[config.mk]
export PLATFORM = sky130hd
export DESIGN_NAME = pmic_top
export DESIGN_NICKNAME = d
export VERILOG_FILES = /design/src/core/pmic_limit_mem.v /design/src/core/pmic_top.v
export VERILOG_INCLUDE_DIRS = /design/src /design/src/core
export SDC_FILE = /design/constraint.sdc
export NUM_CORES = 1
export LEC_CHECK = 0
export BUFFER_PORTS_ARGS = -buffer_cell sky130_fd_sc_hd__buf_4
export CAP_MARGIN = 20
export CORE_ASPECT_RATIO = 1.2
export CORE_MARGIN = 2
export CORE_UTILIZATION = 40
export DETAILED_ROUTE_END_ITERATION = 8
export MAX_ROUTING_LAYER = met4
export SYNTH_ARGS = -nofsm -noshare
export SYNTH_HDL_FRONTEND = slang
export SYNTH_SLANG_ARGS = --single-unit
[constraint.sdc]
create_clock -name clk -period 12.05 [get_ports clk]
set_input_delay 1.205 -clock clk [delete_from_list [all_inputs] [get_ports clk]]
set_output_delay 1.205 -clock clk [all_outputs]
set_load 0.02 [all_outputs]
[src/core/pmic_defines.vh]
// Constants for the per-port MAC ingress control block.
// Assumes a 100 MHz core clock and a 32-bit APB register bus.
`ifndef PMIC_DEFINES_VH
`define PMIC_DEFINES_VH

// Register indices; byte address is four times the index
`define PMIC_IDX_STORM      12'h400
`define PMIC_IDX_BPPASS     12'h401
`define PMIC_IDX_LIMSETUP   12'h403
`define PMIC_IDX_PRIO0      12'h410
`define PMIC_IDX_PRIO7      12'h417

// Writable bit masks and reset values
`define PMIC_MASK_STORM     8'h0B
`define PMIC_MASK_BPPASS    8'hBF
`define PMIC_MASK_LIMSETUP  8'h7F
`define PMIC_RST_STORM      8'h00
`define PMIC_RST_BPPASS     8'h00
`define PMIC_RST_LIMSETUP   8'h00
`define PMIC_RST_PRIO       7'h00

// Field positions
`define PMIC_B_STORMEN      1
`define PMIC_B_BPEN         3
`define PMIC_B_PASSALL      0
`define PMIC_B_PORTMODE     6
`define PMIC_B_PPS          5
`define PMIC_B_LIMFC        4
`define PMIC_B_MODEHI       3
`define PMIC_B_MODELO       2
`define PMIC_B_IFG          1
`define PMIC_B_PRE          0

// Count classes
`define PMIC_CNT_ALL        2'h0
`define PMIC_CNT_BMF        2'h1
`define PMIC_CNT_BM         2'h2
`define PMIC_CNT_B          2'h3

// Accounting bytes per frame
`define PMIC_IFG_BYTES      14'h000C
`define PMIC_PRE_BYTES      14'h0008

// Accounting window
`define PMIC_CLK_MHZ        100
`define PMIC_WINDOW_US      1000
`define PMIC_WINDOW_CYC     (`PMIC_WINDOW_US * `PMIC_CLK_MHZ)

`endif

[src/core/pmic_limit_mem.v]
// Pending and active per-priority ingress limit codes.
// Assumes the bus side gives one-cycle write and read strobes.
`timescale 1ns/1ps
`include "pmic_defines.vh"

module pmic_limit_mem (
	input  wire        clk,
	input  wire        sys_rst,
	input  wire        wrEn,
	input  wire [2:0]  wrAddr,
	input  wire [6:0]  wrData,
	input  wire        rdEn,
	input  wire [2:0]  rdAddr,
	output reg  [6:0]  rdData,
	output reg  [55:0] activeCodes
);
	reg [6:0] pending [0:7];
	integer   i;

	// Writes park in pending; a priority 7 write commits all eight at once
	always @(posedge clk) begin
		if (sys_rst) begin
			for (i = 0; i < 8; i = i + 1) begin
				pending[i] <= `PMIC_RST_PRIO;
			end
			activeCodes <= 56'h00000000000000;
			rdData      <= 7'h00;
		end else begin
			if (wrEn) begin
				pending[wrAddr] <= wrData;
			end
			if (wrEn && wrAddr == 3'h7) begin
				for (i = 0; i < 7; i = i + 1) begin
					activeCodes[i*7 +: 7] <= pending[i];
				end
				activeCodes[55:49] <= wrData;
			end
			if (rdEn) begin
				rdData <= pending[rdAddr];
			end
		end
	end
endmodule

[src/core/pmic_top.v]
// Per-port MAC ingress control: registers, frame verdict, storm and rate limiting.
// Assumes frame status arrives from the receive MAC on the same clock as a
// one-cycle end-of-frame strobe, and duplex and flow enables are same-clock levels.
//
// Added by the designer: the APB interface to the registers.
`timescale 1ns/1ps
`include "pmic_defines.vh"

module pmic_top #(
	parameter integer WINDOW_CYC   = `PMIC_WINDOW_CYC,
	parameter integer STORM_THRESH = 100,
	parameter integer RATE_SCALE   = 1000
) (
	input  wire        clk,
	input  wire        sys_rst,
	input  wire        psel,
	input  wire        penable,
	input  wire        pwrite,
	input  wire [15:0] paddr,
	input  wire [31:0] pwdata,
	output reg  [31:0] prdata,
	output reg         pready,
	output reg         pslverr,
	input  wire        frmEnd,
	input  wire [13:0] frmLen,
	input  wire        frmBad,
	input  wire        frmBcast,
	input  wire        frmMcast,
	input  wire        frmFlood,
	input  wire        frmPause,
	input  wire [2:0]  frmPrio,
	input  wire        duplexFull,
	input  wire        portFlowEn,
	input  wire        pauseFilterEn,
	input  wire        fabricCongested,
	output reg         vrdValid,
	output reg         vrdForward,
	output reg         vrdMirror,
	output reg         vrdDrop,
	output reg         pauseReq,
	output reg         jamReq,
	output reg         stormActive
);
	reg  [7:0]  stormCtrl;
	reg  [7:0]  bpPassCtrl;
	reg  [7:0]  limSetup;
	reg  [16:0] winCnt;
	reg         winTick;
	reg  [15:0] stormCnt;
	reg  [23:0] acc [0:7];
	reg         overrun;
	integer     k;

	wire [55:0] activeCodes;
	wire [6:0]  memRdData;
	wire [11:0] regIdx     = paddr[13:2];
	wire        setupPh    = psel && !penable;
	wire        wrCommit   = psel && penable && pready && pwrite;
	wire        idxIsPrio  = regIdx[11:3] == `PMIC_IDX_PRIO0 >> 3;
	wire        memWr      = wrCommit && idxIsPrio && paddr[1:0] == 2'h0;
	wire        memRd      = setupPh && !pwrite && idxIsPrio;

	// Bus address decode is shared by read, error and register write paths; limit memory writes decode idxIsPrio and paddr[1:0] only
	function mapped;
		input [15:0] a;
		begin
			mapped = a[1:0] == 2'h0 && a[15:14] == 2'h0 &&
				(a[13:2] == `PMIC_IDX_STORM || a[13:2] == `PMIC_IDX_BPPASS ||
				 a[13:2] == `PMIC_IDX_LIMSETUP || a[13:5] == `PMIC_IDX_PRIO0 >> 3);
		end
	endfunction

	// Is this frame in the class chosen for counting
	function counted;
		input [1:0] mode;
		input       bc;
		input       mc;
		input       fl;
		begin
			case (mode)
				`PMIC_CNT_ALL: counted = 1'b1;
				`PMIC_CNT_BMF: counted = bc || mc || fl;
				`PMIC_CNT_BM:  counted = bc || mc;
				`PMIC_CNT_B:   counted = bc;
				default:       counted = 1'b0;
			endcase
		end
	endfunction

	// Accounting units for one frame: one packet, or bits incl. optional overhead
	function [23:0] units;
		input [7:0]  setup;
		input [13:0] len;
		reg   [13:0] bytes;
		begin
			bytes = len;
			if (setup[`PMIC_B_IFG]) begin
				bytes = bytes + `PMIC_IFG_BYTES;
			end
			if (setup[`PMIC_B_PRE] && !setup[`PMIC_B_PPS]) begin
				bytes = bytes + `PMIC_PRE_BYTES;
			end
			if (setup[`PMIC_B_PPS]) begin
				units = 24'h000001;
			end else begin
				units = {7'h00, bytes, 3'h0};
			end
		end
	endfunction

	pmic_limit_mem i_pmic_limit_mem (
		.clk         (clk),
		.sys_rst     (sys_rst),
		.wrEn        (memWr),
		.wrAddr      (regIdx[2:0]),
		.wrData      (pwdata[6:0]),
		.rdEn        (memRd),
		.rdAddr      (regIdx[2:0]),
		.rdData      (memRdData),
		.activeCodes (activeCodes)
	);

	// APB slave: one wait state so the limit memory read data can settle
	always @(posedge clk) begin
		if (sys_rst) begin
			pready  <= 1'b0;
			pslverr <= 1'b0;
			prdata  <= 32'h00000000;
		end else begin
			pready <= psel && penable && !pready;
			if (psel && penable && !pready) begin
				pslverr <= !mapped(paddr);
				prdata  <= 32'h00000000;
				if (!pwrite && mapped(paddr)) begin
					case (regIdx)
						`PMIC_IDX_STORM:    prdata <= {24'h000000, stormCtrl};
						`PMIC_IDX_BPPASS:   prdata <= {24'h000000, bpPassCtrl};
						`PMIC_IDX_LIMSETUP: prdata <= {24'h000000, limSetup};
						default:            prdata <= {25'h0000000, memRdData};
					endcase
				end
			end
		end
	end

	// Register writes; masks keep read-only reserved bits at reset value
	always @(posedge clk) begin
		if (sys_rst) begin
			stormCtrl  <= `PMIC_RST_STORM;
			bpPassCtrl <= `PMIC_RST_BPPASS;
			limSetup   <= `PMIC_RST_LIMSETUP;
		end else if (wrCommit && mapped(paddr)) begin
			case (regIdx)
				`PMIC_IDX_STORM:
					stormCtrl <= pwdata[7:0] & `PMIC_MASK_STORM;
				`PMIC_IDX_BPPASS:
					bpPassCtrl <= pwdata[7:0] & `PMIC_MASK_BPPASS;
				`PMIC_IDX_LIMSETUP:
					limSetup <= pwdata[7:0] & `PMIC_MASK_LIMSETUP;
				default: ;
			endcase
		end
	end

	// Window divider: one-cycle tick that restarts storm and rate accounting
	always @(posedge clk) begin
		if (sys_rst) begin
			winCnt  <= 17'h00000;
			winTick <= 1'b0;
		end else if (winCnt == WINDOW_CYC[16:0] - 17'h00001) begin
			winCnt  <= 17'h00000;
			winTick <= 1'b1;
		end else begin
			winCnt  <= winCnt + 17'h00001;
			winTick <= 1'b0;
		end
	end

	// Frame verdict, storm and rate accounting, all decided at end of frame
	reg  [2:0]  slot;
	reg  [23:0] sum;
	reg  [23:0] lim;
	reg         isCounted;
	reg         over;
	always @* begin
		slot      = limSetup[`PMIC_B_PORTMODE] ? 3'h0 : frmPrio;
		lim       = activeCodes[slot*7 +: 7] * RATE_SCALE[16:0];
		isCounted = counted(limSetup[`PMIC_B_MODEHI:`PMIC_B_MODELO],
			frmBcast, frmMcast, frmFlood);
		sum       = acc[slot] + units(limSetup, frmLen);
		over      = isCounted && lim != 24'h000000 && sum > lim;
	end

	always @(posedge clk) begin
		if (sys_rst) begin
			vrdValid    <= 1'b0;
			vrdForward  <= 1'b0;
			vrdMirror   <= 1'b0;
			vrdDrop     <= 1'b0;
			stormCnt    <= 16'h0000;
			stormActive <= 1'b0;
			overrun     <= 1'b0;
			for (k = 0; k < 8; k = k + 1) begin
				acc[k] <= 24'h000000;
			end
		end else begin
			vrdValid   <= frmEnd;
			vrdForward <= 1'b0;
			vrdMirror  <= 1'b0;
			vrdDrop    <= 1'b0;
			if (winTick) begin
				stormCnt    <= 16'h0000;
				stormActive <= 1'b0;
				overrun     <= 1'b0;
				for (k = 0; k < 8; k = k + 1) begin
					acc[k] <= 24'h000000;
				end
			end else if (frmEnd) begin
				if (frmBad) begin
					// Bad frames never reach normal forwarding
					vrdMirror <= bpPassCtrl[`PMIC_B_PASSALL];
					vrdDrop   <= !bpPassCtrl[`PMIC_B_PASSALL];
				end else if (frmPause && pauseFilterEn) begin
					vrdDrop <= 1'b1;
				end else if (frmBcast && stormActive && stormCtrl[`PMIC_B_STORMEN]) begin
					vrdDrop <= 1'b1;
				end else if (over) begin
					vrdDrop <= 1'b1;
					overrun <= 1'b1;
				end else begin
					vrdForward <= 1'b1;
					if (isCounted) begin
						acc[slot] <= sum;
					end
				end
				// Storm count only runs while protection is on
				if (!frmBad && frmBcast && stormCtrl[`PMIC_B_STORMEN]) begin
					if (stormCnt != 16'hFFFF) begin
						stormCnt <= stormCnt + 16'h0001;
					end
					if (stormCnt + 16'h0001 >= STORM_THRESH[15:0]) begin
						stormActive <= 1'b1;
					end
				end
			end
		end
	end

	// Flow control toward the partner: pause in full duplex, jam in half
	wire limFc = limSetup[`PMIC_B_LIMFC] && overrun && portFlowEn;
	always @(posedge clk) begin
		if (sys_rst) begin
			pauseReq <= 1'b0;
			jamReq   <= 1'b0;
		end else begin
			pauseReq <= duplexFull && ((portFlowEn && fabricCongested) || limFc);
			jamReq   <= !duplexFull &&
				((bpPassCtrl[`PMIC_B_BPEN] && fabricCongested) || limFc);
		end
	end
endmodule

==> metrics.cfg, run 1 <==
[status]
status=finished, final reports clean

[clocking]
clk_pin_slew_ns=0.06
insertion_delay_ns=0.57
ctsResizeCount=0
cts_max_path_buffers=3
cts_root_buffer=clkbuf_16
cts_tree=done
cts_buffers=41
holdBufCountCts=0
cts.sinks=380
post_cts_buffers=0
htree_levels=2

[sta]
fin_crit_sh=0.816
setup_viol=0
rsz0062_at_grt=no
max_slew_margin=0.252
hold_viol_final=0
fmax_mhz=102
slew_violations=0
skew_ns=0.0199
finalSetupTns_ns=0
tightestPinTransition_ns=1.12
period_needed_ns=9.83
hold_slack_ns=0.449

[power_and_ir_drop]
p_comb_frac=0.245
p_sw_uw=1070
clkPwrFrac=0.344
peakVddDrop_v=0.0000952
swShare=0.309
power_frac_seq=0.411
p_leak_uw=0.00818
p_per_area_nw_per_um2=154
internal-power_uw=2400

[routing]
vias=15400
ant_nets=0
firstDrtPassIters=6
dr.first_iter.drc_count=1138
wl_per_cell_um=20.2
avgViaCountPerCell=5.62
routed_wl_um=55300
route.detailed.drc=0

[final_layout]
area_growth_pct=11.3
final_layout_size_suffix_gt1_frac=0.124
final_nets=2224
diodes=0

[yosys]
synth.area.top_cells=edfxtp_1, dfxtp_1, nor3_1
synth_area_per_cell_sq_um=9.99
synthArstFlopShare=0
postSynthCellCount=2029
ys_types=85
ys_warn_count=0
synth_most_common_cell=edfxtp_1
netlist_area_sq_um=20300
synth_top_area_cell=edfxtp_1
synth_edf_count=248
ys_ff_latch=380
synth_common_cells=edfxtp_1, nand2_1, nor3_1, nor2_1, dfxtp_1
synthFlopType=edfxtp_1
ys_seq_area_frac=0.498
synth_top_area_frac=0.367

[critical_path]
max_stage_delay_ns=0.74
arrival_ns=10.10
cp.required_ns=12.32
endpoint_kind=flop
r2r_start=limSetup[6]
cp_num_buf_inv=8
start_kind=input port
path_delay_family=adder cells
critPathSlowestCell=a32oi_4
crit_path_start=frmPrio[0]
setup.worst_path.class=in -> reg
crit_path_max_fanout=47

[floorplanning]
die_h_um=251
dieArea_sq_um=52500
start_util=0.404
core_area_sq_um=50200
io_pins=121
die_w_um=210
row_count=90

[global_route]
grt_first_pass_wirelength_um=85900
grt_pass1_vias=15000
gr-total-overflow=0
grt_max_degree=67
antenna_found_initial=0
grt.total_usage=0.216

[run]
maxCapViolCount=0

[min_path]
hold_class=reg -> reg
min_from=i_pmic_limit_mem.activeCodes[9]

[placement]
port_buffers=72
place.gp.congestion=0.848
hpwlAfterDp_um=37700

-- worst paths after layout --
kind	slack (ns)	end	cells past startpoint
max	2.22	acc[2][12]	34
min	0.45	i_pmic_limit_mem.activeCodes[9]	2
max reg2reg	2.35	acc[2][12]	33
min reg2reg	0.45	i_pmic_limit_mem.activeCodes[9]	2
-- worst register-to-register path, delay by kind of cell, from the launching register on --
| family | cells | cell delay, ns |
|---|---|---|
| flip-flops | 1 | 0.80 |
| XOR/XNOR | 1 | 0.36 |
| adder cells (fa/ha/maj) | 6 | 2.52 |
| buffers and inverters | 7 | 1.58 |
| AO/OA/AOI/OAI | 9 | 2.29 |
| AND/OR/NAND/NOR | 10 | 1.87 |
-- cell usage in the layout, fill, tap and decap left out, types with 14 or more instances in the layout --
| master | count |
|---|---|
| edfxtp_1 | 248 |
| nand2_1 | 214 |
| nor3_1 | 196 |
| nor2_1 | 191 |
| dfxtp_1 | 132 |
| buf_4 | 117 |
| a21oi_1 | 110 |
| inv_1 | 82 |
| ha_1 | 69 |
| nand3_1 | 45 |
| o22ai_1 | 43 |
| o21ai_0 | 43 |
| clkbuf_16 | 43 |
| xnor2_1 | 38 |
| mux2i_1 | 36 |
| and2_1 | 35 |
| xor2_1 | 33 |
| nor3b_1 | 28 |
| nand4_1 | 24 |
| conb_1 | 24 |
| nor3_2 | 22 |
| fa_1 | 18 |
| a211oi_1 | 17 |
| o211ai_1 | 15 |
| a21o_1 | 15 |
| or3_1 | 14 |
| mux4_2 | 14 |
-- metal layers --
metal,wire length (um),GRT usage,part of all wire,up-vias
met5,0,-,0,-
met4,1920,0.0813,0.035,0
met3,2910,0.0277,0.053,116
met2,27900,0.367,0.50,488
met1,22600,0.263,0.41,7448
li1,-,-,-,7315
-- power by group through the flow --
stage	logic [uW]	clock network [uW]	registers (uW)
2_1_floorplan	606	0	1450
3_3_place_gp	826	0	1450
3_5_place_dp	845	0	1450
4_1_cts	850	1210	1430
5_1_grt	946	1260	1430
6_report	853	1190	1430
-- area by class of cell --
cell class / count / area (sq um)
fill: 4783 / 27700
sequential: 380 / 10100
multi-input combinational: 1434 / 9220
clock buffer: 55 / 1140
timing repair buffer: 118 / 898
tap: 644 / 806
inverter: 82 / 308
clock inverter: 20 / 104
-- flip-flops by register name, summed over array words and instances (netlist names), 3 cells and up --
register,count
i_pmic_limit_mem.rdData,7
limSetup,7
i_pmic_limit_mem.pending,56
stormCnt,16
stormCtrl,3
bpPassCtrl,7
winCnt,17
prdata,8
i_pmic_limit_mem.activeCodes,56
acc,192
-- cell families (layout without fill, tap and decap cells) --
family          after synthesis  count (layout)  share of synthesized area
flops                       380             380                      0.498
compound gates              331             331                      0.105
mux                          56              56                     0.0367
xor+xnor                     71              71                     0.0307
buf+inv                     238             275                     0.0559
other cells                   1              24                   0.000185
simple gates                865             865                      0.213
fa+ha+maj                    87              87                     0.0603
-- through the flow --
step                utilization  total power (uW)  instances  area, sq um  setup slack (ns)
finish                    0.449              3470       2733        22600              2.22
detailed placement        0.424              2300       2656        21300              1.59
CTS                       0.449              3490       2731        22500              2.20
global placement          0.424              2280       2656        21300              1.68
floorplan                     -              2060       2052        20400              1.61
global route              0.449              3640       2733        22600              1.64
No activity file was read; power rests on OpenSTA's default activity.
==> inputs of run 2 (changes only) <==
clock period = 8.65 ns   (was 12.05 ns; I/O delays follow)
==> run 2 against run 1 <==
- global-route usage barely moved
- critical path depth down 2
- clock skew about the same
- sequential power rose by 39%
- cell count is 1.2% higher
- worst setup slack got worse by 1.6 ns
- routed wire length is 0.54% higher
- critical endpoint is now acc[1][23]
==> metrics.cfg, run 2 (synthesis results as in run 1) <==
[floorplanning]
dieArea_sq_um=52500
die_w_um=210
start_util=0.404
core_area_sq_um=50200
row_count=90
io_pins=121
die_h_um=251

[global_route]
grt_first_pass_wirelength_um=86200
grt_pass1_vias=15200
grt_max_degree=58
antenna_found_initial=1
gr-total-overflow=0
grt.total_usage=0.216

[power_and_ir_drop]
peakVddDrop_v=0.000150
total_power_uw=4980
p_per_area_nw_per_um2=216
p_leak_uw=0.00844

[sta]
period_needed_ns=8.01
rsz0062_at_grt=no
tightestPinTransition_ns=1.03
setup_viol=0
max_slew_margin=0.306
skew_ns=0.0198
slew_violations=0
fin_crit_sh=0.926
finalSetupTns_ns=0
hold_viol_final=0
fmax_mhz=125

[placement]
dp.cells=2688
hpwlAfterDp_um=38300
place.gp.congestion=0.883
port_buffers=72

[min_path]
min_from=i_pmic_limit_mem.activeCodes[3]
hold_class=reg -> reg
min_path_cells=2
holdPathEnd=i_pmic_limit_mem.activeCodes[3]

[critical_path]
cp.required_ns=8.92
critPathSlowestCell=fa_1
worstRegToRegCells=32
arrival_ns=8.27
cp_common_cell=inv_1
r2r_start=limSetup[6]
cp_num_buf_inv=8
endpoint_kind=flop
rrSetupSlack_ns=0.64
path_delay_family=adder cells
max_stage_delay_ns=0.52
setup.worst_path.class=reg -> reg
rr_endpoint=acc[1][23]
crit_path_max_fanout=24
start_kind=flop

[final_layout]
final_cells=2767
diodes=0
largest_reg_flops=192
fillers=4741
final_common_cell=edfxtp_1
reg_top3=acc (192), i_pmic_limit_mem.activeCodes (56), i_pmic_limit_mem.pending (56)
mostFrequentLayoutCells=edfxtp_1, nand2_1, nor3_1
final_layout_size_suffix_gt1_frac=0.138
final_nets=2257
regMostFlops=acc
area_growth_pct=14.0

[routing]
dr.first_iter.drc_count=1042
routed.top_layer=met4
dr_wl_met2_um=27600
vias=15600
ant_nets=0
firstDrtPassIters=6
wl_met3_um=2650
avgViaCountPerCell=5.63
wl_per_cell_um=20.1
routed_wl_um=55600
route.detailed.drc=0
met1_length_um=23600

[run]
maxCapViolCount=0

[clocking]
holdBufCountCts=0
cts_tree=done
cts_max_path_buffers=3
ctsResizeCount=0
clk_pin_slew_ns=0.06
insertion_delay_ns=0.58
post_cts_buffers=0
cts_buffers=43
htree_levels=2
cts.sinks=380
cts_root_buffer=clkbuf_16

[status]
status=finished, final reports clean

[run 2: cell types whose count changed in the layout (fill, tap and decap cells not counted), sizes merged]
| cell | before | now |
|---|---|---|
| buf | 118 | 149 |
| clkbuf | 55 | 68 |
| clkinv | 15 | 7 |
| clkinvlp | 3 | 1 |
| bufinv | 0 | 1 |
| inv | 84 | 83 |
[run 2: worst max path at each step]
| stage | startpoint | end | cells past startpoint |
|---|---|---|---|
| 2_1_floorplan | frmPrio[2] | acc[1][0] | 33 |
| 3_3_place_gp | frmPrio[0] | acc[1][20] | 33 |
| 3_5_place_dp | frmPrio[0] | acc[1][20] | 33 |
| 4_1_cts | limSetup[6] | acc[1][23] | 32 |
| 5_1_grt | limSetup[6] | acc[1][1] | 32 |
| 6_report | limSetup[6] | acc[1][23] | 32 |
[run 2: worst register-to-register path: cells and delay by family, from the launching register on]
family                   cells  cell delay [ns]
adder cells (fa/ha/maj)      6             2.42
AO/OA/AOI/OAI               12             2.36
XOR/XNOR                     1             0.17
buffers and inverters        8             1.07
flip-flops                   1             0.46
AND/OR/NAND/NOR              5             1.18
[run 2: per-stage QoR]
stage               setup slack, ns  instance area, sq um   util  hold slack (ns)
floorplan                    0.0690                 20500      -            0.418
global placement              0.182                 21700  0.433            0.428
detailed placement           0.0789                 21700  0.433            0.443
CTS                           0.567                 23100  0.460            0.428
global route                  0.206                 23100  0.460            0.452
finish                        0.644                 23100  0.460            0.448
[run 2: area by class of cell]
cell class,instances,area (sq um),share of cell area
Clock inverter,10,114,0.00493
Clock buffer,68,1250,0.0542
Sequential cell,380,10100,0.437
Multi-Input combinational cell,1434,9280,0.401
Inverter,82,308,0.0133
Timing Repair Buffer,149,1270,0.0549
Tap cell,644,806,0.0349
[run 2: report_power, final]
group	internal [uW]	switching [uW]
clock	1030	741
sequential	1970	17.3
combinational	460	763
total	3460	1520
[run 2: metal layers]
layer / global-route usage / vias to the layer above
li1: - / 7411
met1: 0.266 / 7634
met2: 0.367 / 414
met3: 0.0251 / 107
met4: 0.0774 / 0
met5: - / -
==> inputs of run 3 (changes only) <==
CTS_CLUSTER_SIZE = 28   (was unset)
clock period = 7.6 ns   (was 8.65 ns; I/O delays follow)
==> run 3 against run 2 <==
- via count up 1.6%
- clock skew is 0.0029 ns lower
- sequential power increased by 14%
- worst setup slack worse by 0.32 ns
- core utilization up 1.4 points
- critical endpoint is now acc[7][17]
==> metrics.cfg, run 3 (synthesis results as in run 1) <==
[critical_path]
rr_endpoint=acc[7][17]
crit_path_max_fanout=15
r2r_start=limSetup[6]
arrival_ns=7.55
critPathSlowestCell=fa_1
cp.required_ns=7.88
setup.worst_path.class=reg -> reg
rrSetupSlack_ns=0.32
max_stage_delay_ns=0.54
start_kind=flop
endpoint_kind=flop
worstRegToRegCells=32

[floorplanning]
start_util=0.404
die_w_um=210
die_h_um=251
io_pins=121
core_area_sq_um=50200
dieArea_sq_um=52500
row_count=90

[power_and_ir_drop]
p_leak_uw=0.00881
p_sw_uw=1810
internal-power_uw=4170
swShare=0.303
power_frac_seq=0.378
clkPwrFrac=0.342
p_comb_frac=0.280
p_per_area_nw_per_um2=251
peakVddDrop_v=0.000174

[global_route]
grt_max_degree=61
gr-total-overflow=0
antenna_found_initial=0
grt_pass1_vias=15600
grt_first_pass_wirelength_um=88700
grt.total_usage=0.223

[sta]
max_slew_margin=0.370
hold_slack_ns=0.358
fin_crit_sh=0.958
rsz0062_at_grt=yes
fmax_mhz=137
tightestPinTransition_ns=0.938
setup_viol=0
hold_viol_final=0
period_needed_ns=7.28
setup_ws_ns=0.322
slew_violations=0
skew_ns=0.0169

[clocking]
cts.sinks=380
insertion_delay_ns=0.57
htree_levels=2
clk_pin_slew_ns=0.06
cts_max_path_buffers=3
cts_buffers=40
cts_root_buffer=clkbuf_16
cts_tree=done

[run]
maxCapViolCount=0

[final_layout]
regMostFlops=acc
mostFrequentLayoutCells=edfxtp_1, nand2_1, nor3_1
diodes=0
final_util=0.474
final_layout_size_suffix_gt1_frac=0.174
final_cells=2825
reg_top3=acc (192), i_pmic_limit_mem.activeCodes (56), i_pmic_limit_mem.pending (56)
final_common_cell=edfxtp_1
largest_reg_flops=192
final_nets=2316
area_growth_pct=17.4

[placement]
port_buffers=72
post-place-ws_ns=-0.397
dp.cells=2746
hpwlAfterDp_um=40400
place.gp.congestion=0.947

[min_path]
holdPathEnd=jamReq
min_from=duplexFull
hold_class=in -> reg
min_path_cells=2

[routing]
route.detailed.drc=0
routed_wl_um=57200
vias=15800
firstDrtPassIters=5
avgViaCountPerCell=5.60
ant_nets=0
dr.first_iter.drc_count=1226
wl_per_cell_um=20.2

[status]
status=finished, final reports clean

==> run 3: power by group through the flow <==
| stage | clock network [uW] | registers, uW | logic, uW |
|---|---|---|---|
| global placement | 0 | 2300 | 1620 |
| global route | 2150 | 2270 | 1820 |
| detailed placement | 0 | 2310 | 1650 |
| finish | 2050 | 2260 | 1670 |
| CTS | 2080 | 2260 | 1670 |
| floorplan | 0 | 2300 | 1060 |
==> run 3: routing by layer <==
layer / vias to the layer above / track usage / share of wire
met2: 503 / 0.384 / 0.50
li1: 7518 / - / -
met5: - / - / 0
met1: 7674 / 0.269 / 0.41
met3: 120 / 0.0281 / 0.056
met4: 0 / 0.0817 / 0.035
==> run 3: metrics by stage <==
step | TNS, ns | power (uW) | cell area, sq um
global placement | -79.08 | 3920 | 22400
floorplan | -8.99 | 3360 | 20600
CTS | 0 | 6000 | 23700
finish | 0 | 5980 | 23800
global route | -0.357 | 6240 | 23800
detailed placement | -113.34 | 3960 | 22400
==> run 3: how the worst max path moves through the flow <==
| stage | startpoint | to | depth (start not counted) |
|---|---|---|---|
| floorplan | frmPrio[0] | acc[0][0] | 33 |
| global route | limSetup[6] | acc[7][17] | 35 |
| global placement | frmPrio[0] | acc[0][23] | 33 |
| CTS | limSetup[6] | acc[3][13] | 32 |
| detailed placement | frmPrio[0] | acc[3][13] | 32 |
| finish | limSetup[6] | acc[7][17] | 32 |
==> run 3: layout make-up <==
class | instances | area, sq um
fill | 4728 | 26400
sequential | 380 | 10100
multi-input combinational | 1434 | 9410
timing repair buffer | 211 | 1830
clock buffer | 50 | 1090
tap | 644 | 806
inverter | 82 | 308
clock inverter | 24 | 280
==> run 3: worst max-delay path, delay by kind of cell, from the launching register on <==
family | cells | cell delay, ns
buffers and inverters | 8 | 1.02
XOR/XNOR | 1 | 0.29
adder cells (fa/ha/maj) | 6 | 2.34
AND/OR/NAND/NOR | 9 | 1.46
flip-flops | 1 | 0.36
AO/OA/AOI/OAI | 8 | 1.49
==> run 3: timing repair <==
item / 4_1_cts / 5_1_grt
setup endpoints to repair: 0 / 386
hold buffers: 0 / 0
setup buffers: 0 / 3
gates resized for setup: 0 / 14
